$ cat config.mk
export PLATFORM = sky130hd
export DESIGN_NAME = tsr_readout
export DESIGN_NICKNAME = d
export VERILOG_FILES = /design/src/logic/tsr_pkg.sv /design/src/logic/tsr_sync.sv /design/src/logic/tsr_readout.sv
export SDC_FILE = /design/constraint.sdc
export NUM_CORES = 1
export LEC_CHECK = 0
export BUFFER_PORTS_ARGS = -buffer_cell sky130_fd_sc_hd__buf_2
export CAP_MARGIN = 25
export CORE_UTILIZATION = 45
export DETAILED_ROUTE_END_ITERATION = 10
export GPL_TIMING_DRIVEN = 0
export HOLD_SLACK_MARGIN = 0.08
export PLACE_DENSITY = 0.66
export SYNTH_ARGS = -nofsm -noshare
export SYNTH_HDL_FRONTEND = slang
export SYNTH_SLANG_ARGS = --single-unit
$ cat constraint.sdc
create_clock -name clk_in -period 5 [get_ports clk_in]
set_input_delay 1.25 -clock clk_in [delete_from_list [all_inputs] [get_ports clk_in]]
set_output_delay 1.25 -clock clk_in [all_outputs]
set_load 0.02 [all_outputs]
$ cat src/logic/tsr_pkg.sv
package tsr_pkg;
	localparam int FRAME_BITS       = 16;
	localparam int TEMP_BITS        = 13;
	localparam int HIZ_BITS         = 2;
	localparam logic [12:0] TEMP_RESET = 13'h0000;
	localparam int CLK_MHZ          = 125;
	localparam int CONV_TIME_MS     = 320;
	localparam int CONV_PERIOD_MS   = 500;
	localparam int CONV_CYCLES      = CONV_TIME_MS * 1000 * CLK_MHZ;
	localparam int PERIOD_CYCLES    = CONV_PERIOD_MS * 1000 * CLK_MHZ;
	localparam int CNT_W            = 32;
endpackage

$ cat src/logic/tsr_sync.sv
`timescale 1ns/1ps
// Two-stage synchroniser for one pin
module tsr_sync (
	input  wire logic clk_in,
	input  wire logic rst_b_in,
	input  wire logic d_in,
	input  wire logic rst_val_in,
	output logic      q_out
);
	logic meta_reg;
	// First stage read only by the second
	always_ff @(posedge clk_in) begin
		if (!rst_b_in) begin
			meta_reg <= rst_val_in; // Idle level of the pin, so no false edge
			q_out    <= rst_val_in;
		end else begin
			meta_reg <= d_in;
			q_out    <= meta_reg;
		end
	end
endmodule

$ cat src/logic/tsr_readout.sv
`timescale 1ns/1ps
// Serial readout and conversion control of the thermometer
// Pins are sampled by the system clock, not clocked by SCK
// SCK high and low must each last several clock periods
// Select and SCK edges act some two to three clocks late
// Converter is a timed stand-in; its value comes from a port
module tsr_readout #(
	parameter int CONV_CYCLES   = tsr_pkg::CONV_CYCLES,
	parameter int PERIOD_CYCLES = tsr_pkg::PERIOD_CYCLES
) (
	input  wire logic        clk_in,
	input  wire logic        rst_b_in,
	input  wire logic        cs_b_in,
	input  wire logic        sck_in,
	input  wire logic [12:0] adc_temp_in,
	output logic             sdo_out,
	output logic             sdo_oe_out,
	output logic             conv_busy_out,
	output logic [12:0]      temp_out
);
	typedef enum logic [1:0] {
		TSR_IDLE = 2'b01,
		TSR_CONV = 2'b10
	} tsr_conv_type;

	typedef struct packed {
		// Converter
		tsr_conv_type                         conv;
		logic [tsr_pkg::CNT_W-1:0]            cnt;
		logic [tsr_pkg::TEMP_BITS-1:0]        result;
		// Serial shifter
		logic [tsr_pkg::FRAME_BITS-1:0]       shift;
		logic [4:0]                           bit_cnt;
		logic                                 sdo;
		logic                                 oe;
		// Edge history of the synchronised pins
		logic                                 cs_d;
		logic                                 sck_d;
	} tsr_state_type;

	tsr_state_type s_reg;
	tsr_state_type s_next;
	logic          cs_s;
	logic          sck_s;
	logic          cs_fall;
	logic          cs_rise;
	logic          sck_fall;

	// Pins cross into the clock domain first
	tsr_sync u_cs (
		.clk_in     (clk_in),
		.rst_b_in   (rst_b_in),
		.d_in       (cs_b_in),
		.rst_val_in (1'b1),
		.q_out      (cs_s)
	);
	tsr_sync u_sck (
		.clk_in     (clk_in),
		.rst_b_in   (rst_b_in),
		.d_in       (sck_in),
		.rst_val_in (1'b0),
		.q_out      (sck_s)
	);

	// Last counts of a conversion and of the free-running gap
	localparam logic [tsr_pkg::CNT_W-1:0] CONV_LAST = CONV_CYCLES - 1;
	localparam logic [tsr_pkg::CNT_W-1:0] GAP_LAST  = PERIOD_CYCLES - CONV_CYCLES - 1;
	// SDO is released once this many bits have gone out
	localparam logic [4:0] DRIVE_BITS = 5'(tsr_pkg::FRAME_BITS - tsr_pkg::HIZ_BITS);
	// Falling SCK edges beyond this count are ignored
	localparam logic [4:0] LAST_BIT   = 5'(tsr_pkg::FRAME_BITS);

	// True once a counter has reached its last value
	function automatic logic count_done(
		input logic [tsr_pkg::CNT_W-1:0] cnt,
		input logic [tsr_pkg::CNT_W-1:0] last
	);
		return cnt >= last;
	endfunction

	// Counter advance; a wide counter never wraps inside a period
	function automatic logic [tsr_pkg::CNT_W-1:0] count_step(
		input logic [tsr_pkg::CNT_W-1:0] cnt
	);
		return cnt + 1'b1;
	endfunction

	// Word loaded at select: temperature, a zero, two released bits
	function automatic logic [tsr_pkg::FRAME_BITS-1:0] frame_word(
		input logic [tsr_pkg::TEMP_BITS-1:0] temp
	);
		return {temp, 1'b0, 2'b00};
	endfunction

	// One place up, zero in behind; the bit on SDO sits at the top, the next just below
	function automatic logic [tsr_pkg::FRAME_BITS-1:0] shift_up(
		input logic [tsr_pkg::FRAME_BITS-1:0] word
	);
		return {word[tsr_pkg::FRAME_BITS-2:0], 1'b0};
	endfunction

	// Whether SDO is still driven after a given number of shifts
	function automatic logic still_driven(
		input logic [4:0] shifted
	);
		return shifted < DRIVE_BITS;
	endfunction

	// Counter limits decoded once, read by the converter timing
	logic conv_done;
	logic gap_done;
	assign conv_done = count_done(s_reg.cnt, CONV_LAST);
	assign gap_done  = count_done(s_reg.cnt, GAP_LAST);

	// Edge detection on synchronised copies
	// History resets to the idle levels, so reset gives no edge
	assign cs_fall  = s_reg.cs_d & ~cs_s;
	assign cs_rise  = ~s_reg.cs_d & cs_s;
	assign sck_fall = s_reg.sck_d & ~sck_s & ~cs_s;

	// Next-state logic
	always_comb begin
		s_next       = s_reg;
		s_next.cs_d  = cs_s;
		s_next.sck_d = sck_s;
		// Converter timing; both waits share one counter
		unique case (s_reg.conv)
			TSR_IDLE: begin
				// Free-running wait between conversions
				if (cs_s) begin
					if (gap_done) begin
						s_next.conv = TSR_CONV;
						s_next.cnt  = '0;
					end else begin
						s_next.cnt = count_step(s_reg.cnt);
					end
				end
			end
			TSR_CONV: begin
				if (conv_done) begin
					s_next.conv   = TSR_IDLE;
					s_next.cnt    = '0;
					s_next.result = adc_temp_in; // Stored only on completion
				end else begin
					s_next.cnt = count_step(s_reg.cnt);
				end
			end
			default: begin
				// Lost one-hot code; fall back to waiting
				s_next.conv = TSR_IDLE;
				s_next.cnt  = '0;
			end
		endcase

		// Serial interface; select edges take priority over SCK
		if (cs_fall) begin
			s_next.conv   = TSR_IDLE; // Abort, old result kept
			s_next.cnt    = '0;
			// A result finishing at this very edge is dropped with the abort
			s_next.result = s_reg.result;
			// Shifter takes the last finished result
			s_next.shift   = frame_word(s_reg.result);
			s_next.bit_cnt = 5'h00;
			s_next.sdo     = s_reg.result[tsr_pkg::TEMP_BITS-1]; // MSB first
			s_next.oe      = 1'b1;
		end else if (cs_rise) begin
			s_next.conv    = TSR_CONV; // Fresh conversion always
			s_next.cnt     = '0;
			// Interface back to its idle state
			s_next.shift   = '0;
			s_next.bit_cnt = 5'h00;
			s_next.oe      = 1'b0;
			s_next.sdo     = 1'b0;
		end else if (sck_fall && s_reg.bit_cnt < LAST_BIT) begin
			// Next bit after each of the first 16 falling SCK edges
			s_next.bit_cnt = s_reg.bit_cnt + 1'b1;
			s_next.shift   = shift_up(s_reg.shift);
			s_next.sdo     = s_reg.shift[tsr_pkg::FRAME_BITS-2];
			// Undriven for the last two bits and beyond
			s_next.oe = still_driven(s_reg.bit_cnt + 1'b1);
		end

		// Held select keeps the converter parked
		if (!cs_s) begin
			s_next.conv = TSR_IDLE;
		end
	end

	// State register; reset starts a conversion
	// Edge history starts at each pin's idle level
	always_ff @(posedge clk_in) begin
		if (!rst_b_in) begin
			s_reg.conv    <= TSR_CONV;
			s_reg.cnt     <= '0;
			s_reg.result  <= tsr_pkg::TEMP_RESET;
			s_reg.shift   <= '0;
			s_reg.bit_cnt <= 5'h00;
			s_reg.sdo     <= 1'b0;
			s_reg.oe      <= 1'b0;
			s_reg.cs_d    <= 1'b1;
			s_reg.sck_d   <= 1'b0; // SCK idles low
		end else begin
			s_reg <= s_next;
		end
	end

	// Serial data straight from the shifter flop
	assign sdo_out       = s_reg.sdo;

	// SDO undriven while deselected
	// Gated by the synchronised select so release is not a clock late
	assign sdo_oe_out    = s_reg.oe & ~cs_s;

	// Converter status and last finished result
	assign conv_busy_out = (s_reg.conv == TSR_CONV);
	assign temp_out      = s_reg.result;
endmodule

======== Word level (Yosys, flattened, before mapping) ========
Index checks and enable logic that the tools add are counted.
storage, ports and cells
  word-level logic and storage cells ...... 51
  register bits after elaboration ......... 72
  output and inout bits ................... 16
  input bits .............................. 17
cells by class
  $add $sub $neg .......................... 2
  reductions and logical operators ........ 5
  mux-type cells .......................... 12
  bitwise gates (word level) .............. 10
  $lt $le $gt $ge ......................... 4
  equal/unequal tests ..................... 5
operators with widths
  operator                 number
  $mux W34                 3
  $pmux W34 S2             1
  $mux W22                 3
  $mux W32                 2
  $add A32 B1 Y32 const B  1
  $ge A32 B25 Y1 const B   1
  $ge A32 B26 Y1 const B   1
  $ne A5 B5 Y1 const B     2
  $mux W2                  3
  $add A5 B1 Y5 const B    1
  $and A1 B1 Y1            5
  $lt A5 B4 Y1 const B     1
  $lt A5 B5 Y1 const B     1
  $not A1 Y1               5
  $reduce_and A3 Y1        1
  $reduce_bool A3 Y1       1
  $reduce_or A3 Y1         1
  $eq A2 B1 Y1 const B     1
  $eq A2 B2 Y1 const B     1
  $ne A2 B1 Y1 const B     1
  $reduce_and A2 Y1        1
  $logic_and A1 B1 Y1      1

======== Logic depth before layout (Yosys ltp) ========
  word-level depth ........................ 7
  depth in mapped cells ................... 9

======== Cells and area by module ========
From an unflattened synthesis, not the netlist that was laid out.
second synthesis, totals
  cells, all modules ...................... 429
  area total of the unflattened synthesis .. 3607.2 µm²
modules (own cells, without submodules)
  module       area each (µm²)  cells each  instances
  tsr_readout  3482.1           421         1
  tsr_sync     62.6             4           2

======== Worst setup path after synthesis ========
No wires, ideal clock.
  path type ............................... register -> register
  from .................................... register s_reg[58] in the netlist's numbering
  to ...................................... register s_reg[71] in the netlist's numbering
  setup slack ............................. 2.600 ns
  stages on the path, launching flop included .. 8
  data arrival time ....................... 2.280 ns
  setup time .............................. 0.120 ns
  required time ........................... 4.880 ns
  path through ............................ dfxtp_1 > buf_6 > or4_4 > or4_4 > a311oi_4 > nor3b_2 > a22o_1 > a211o_1
between the ends
  word-level cells in the longest chain between the ends .. 3
ends and longest elaborated chain
  element                                                  line                RTL
  start, declared                                          tsr_readout.sv:41   tsr_state_type s_reg;
  start signal, assigned                                   tsr_readout.sv:203  s_reg <= s_next;
  $ge A32 B25 Y1 / $ge A32 B26 Y1 (equally long branches)  tsr_readout.sv:78   return cnt >= last;
  $ne A5 B5 Y1 (no source line)                            -
  $reduce_and A2 Y1 (no source line) (*)                   -
Mark *: on every way between the ends. The rest lies on a longest branch, timed or not.
A chain may end at the register's enable or synchronous reset.

======== Worst setup path in the final report ========
  from .................................... register s_reg[61] in the netlist's numbering
  to ...................................... register s_reg[41] in the netlist's numbering
between the ends
  word-level cells in the longest chain between the ends .. 4
ends and longest elaborated chain
  element           line                RTL
  $ge A32 B25 Y1    tsr_readout.sv:78
  $mux W32          tsr_readout.sv:131  if (gap_done) begin
  $mux W34          tsr_readout.sv:130  if (cs_s) begin
  $pmux W34 S2 (*)  tsr_readout.sv:127  unique case (s_reg.conv)
Mark *: on every way between the ends. The rest lies on a longest branch, timed or not. The select of a mux whose other input is x is not followed.

==> impl_metrics.json <==
{
  "status": "finished clean",
  "drt-total-wl_um": 9448,
  "worstMarginPinSlew_ns": 0.6882,
  "syn_area_mm2": 0.003772,
  "ff2ff_path_depth": 8,
  "timing.slew.headroom_pct": 53.48,
  "place.gp.congestion": 0.9198,
  "syn_area_per_cell_um2": 8.328,
  "finalSetupViolations": 0,
  "synthesis.nets": 476,
  "area.growth.synth_to_final_pct": 13.47,
  "track_usage_pct": 22.89,
  "synth_top_family_by_area": "simple AND/OR/NAND/NOR gates",
  "critical_path.startpoint_type": "register",
  "grt_pass1_vias": 3198,
  "synth_cell_types": 52,
  "ys_ff_latch": 72,
  "rows": 33,
  "worst-path-stages": 8,
  "tritoncts": "done",
  "synth_compound_area_share_pct": 23.35,
  "fin_crit_sh_pct": 54.65,
  "cts.path.max_buffers": 2,
  "overflow": 0,
  "postRouteAntennaNets": 0,
  "final_cell_mix": "dfxtp_1 (72), nor2_1 (50), nand2_1 (43)",
  "total_leakage_power_nw": 1.685,
  "critical-path-top-delay-family": "simple AND/OR/NAND/NOR gates",
  "vdd_ir_drop_max_v": 0.0002230,
  "synthAdderAreaFrac_pct": 1.990,
  "drc_errors": 0,
  "num_io_pins": 33,
  "use_met3_pct": 4.553,
  "fp.dieArea_mm2": 0.008753,
  "switching_share_pct": 36.82,
  "crit_fanout": 10,
  "start_util_pct": 46.14,
  "p_sw_mw": 0.5427,
  "clk_pin_slew_ns": 0.09,
  "largest_reg_flops": 54,
  "vias": 3565,
  "cp.buffers_inverters": 2,
  "ys_warn_count": 0,
  "hold_buffers": 0,
  "cts_post_setup_buffers_inserted": 0,
  "n_antenna_cell": 0,
  "tns_ns": 0,
  "dp_hpwl_um": 6765,
  "slowest_delay_ns": 0.51,
  "setup_slack_ns": 2.267,
  "root_buffer": "clkbuf_8",
  "hold_path.class": "reg2reg",
  "fillers": 784,
  "nNetsFinal": 520,
  "end_kind": "register",
  "cts_made_buffers": 9,
  "clk_latency_ns": 0.36,
  "drt-initial-drc-count": 279,
  "grt_max_degree": 16,
  "avgViaCountPerCell": 5.873,
  "hold_slack_ns": 0.4164,
  "die-height_um": 93.56,
  "synth_xor_area_share_pct": 1.625,
  "netlist_instances": 453,
  "synthMuxAreaShare_pct": 3.449,
  "multi_input_area_mm2": 0.002033,
  "drive_gt1_share_pct": 15.94,
  "crit_type": "reg2reg",
  "die_width_um": 93.56,
  "power.clock.fraction_pct": 33.3,
  "yosys.area_share.simple_pct": 23.48,
  "gr-usage-met1_pct": 31.02,
  "seqPwrFrac_pct": 41.3,
  "finalHoldViolCount": 0,
  "ys.flop_type": "dfxtp_1",
  "postCtsResizedCells": 0,
  "crit_required_ns": 5.27,
  "cp_slowest_cell": "or4_4",
  "drv_slew": 0,
  "core-area_mm2": 0.008175,
  "hold_depth": 1,
  "final_common_cell": "dfxtp_1",
  "rsz0062_at_grt": "no",
  "power_density_mw_per_mm2": 344.4,
  "synthArstFlopShare_pct": 0,
  "fmax_mhz": 365.9,
  "p_int_mw": 0.9313,
  "regArea_mm2": 0.001441,
  "antenna_found_initial": 0,
  "finClkSkew_ns": 0.01454,
  "synth_edf_count": 0,
  "grt_pass1_wl_um": 15660,
  "gr-usage-met2_pct": 35.91,
  "cp_cell_sequence": "clkbuf_2 -> or4_4 -> o311ai_1 -> nand2_1 -> nor3b_2 -> buf_2 -> o2111ai_1 -> a31oi_1",
  "pre_cts_ws_ns": 2.294,
  "power_mw": 1.474,
  "grt.busiest_layer": "met2",
  "yosysSeqAreaShare_pct": 38.21,
  "cap_violations": 0,
  "combPwrFrac_pct": 25.4,
  "post-route-min-period_ns": 2.733,
  "dr.pass1.iters": 5,
  "cts.sinks": 72,
  "routedWlPerCell_um": 15.57,
  "cp.arrival_ns": 3.00,
  "io_buffers": 32,
  "h-tree-depth": 3
}
==> synthesized netlist by cell type, drive strengths merged (2+ instances only) <==
| library cell | instances | area share (%) |
|---|---|---|
| xor2 | 4 | 0.93 |
| nand2b | 4 | 0.66 |
| or4 | 4 | 1.1 |
| and4 | 3 | 0.70 |
| nor3b | 2 | 0.53 |
| nand4 | 8 | 1.3 |
| nor4b | 2 | 0.46 |
| buf | 24 | 4.2 |
| nand3 | 17 | 2.3 |
| a31oi | 13 | 2.2 |
| mux2i | 13 | 3.4 |
| a211oi | 17 | 3.4 |
| o31ai | 8 | 2.0 |
| o211ai | 13 | 2.6 |
| clkbuf | 26 | 2.6 |
| nor4 | 3 | 0.50 |
| a21oi | 14 | 1.9 |
| inv | 11 | 1.1 |
| a21o | 2 | 0.40 |
| a22oi | 12 | 2.4 |
| and3 | 9 | 1.5 |
| nand3b | 2 | 0.40 |
| and2 | 9 | 1.5 |
| nor2 | 50 | 5.0 |
| o21ai | 7 | 1.1 |
| o2111ai | 10 | 2.3 |
| xnor2 | 3 | 0.70 |
| a211o | 3 | 0.70 |
| nand4b | 2 | 0.46 |
| a221oi | 2 | 0.46 |
| nand2 | 43 | 4.3 |
| o221ai | 7 | 1.6 |
| nor2b | 5 | 0.83 |
| nor3 | 12 | 1.6 |
| dfxtp | 72 | 38 |
| o21a | 4 | 0.80 |
| ha | 6 | 2.0 |
==> final timing paths <==
check                           startpoint                     end  slack [ns]
setup reg to reg    s_reg[61]$_SDFFE_PP0P_  s_reg[41]$_SDFFE_PP0P_        2.27
setup / recovery    s_reg[61]$_SDFFE_PP0P_  s_reg[41]$_SDFFE_PP0P_        2.27
hold / removal    u_cs.meta_reg$_SDFF_PN1_   u_cs.q_out$_SDFF_PN1_        0.42
hold reg to reg   u_cs.meta_reg$_SDFF_PN1_   u_cs.q_out$_SDFF_PN1_        0.42
==> worst register-to-register path, cell delays in order, from the launching register on <==
cell and delay, ns:
dfxtp_1 0.31, clkbuf_2 0.17, or4_4 0.51, o311ai_1 0.33
nand2_1 0.16, nor3b_2 0.48, buf_2 0.33, o2111ai_1 0.16
a31oi_1 0.21
==> layer usage <==
layer | share of wire [%] | routed length, µm
met1 | 48 | 4494
met4 | 1.5 | 141
met3 | 4.9 | 464
met2 | 46 | 4348
met5 | 0 | 0
==> cell families after synthesis <==
group	Yosys count
flops	72
buf+inv	61
xor+xnor	7
mux	13
fa+ha+maj	6
compound gates	117
simple gates	177
==> through the flow <==
stage,utilization (%),instances,instance area (µm²)
5_1_grt,52.36,607,4280
6_report,52.36,607,4280
3_3_place_gp,49.71,590,4064
4_1_cts,52.36,607,4280
2_1_floorplan,-,453,3772
3_5_place_dp,49.83,591,4074
==> area by class of cell <==
| cell class | count | share of cell area [%] |
|---|---|---|
| plain buffers | 50 | 5.992 |
| clock buffers | 9 | 2.894 |
| clock inverters | 7 | 1.929 |
| inverters | 11 | 0.9646 |
| multi-input cells | 320 | 47.50 |
| flip-flops and latches | 72 | 33.67 |
| well taps | 105 | 3.069 |
| repair buffers | 33 | 3.975 |
==> power by group through the flow <==
stage	registers [mW]	clock network, mW	logic (mW)
CTS	0.608	0.499	0.366
floorplan	0.619	0	0.254
global route	0.612	0.530	0.404
global placement	0.620	0	0.360
detailed placement	0.622	0	0.363
finish	0.608	0.492	0.374
Note: power is estimated with default switching activity, not from simulation.
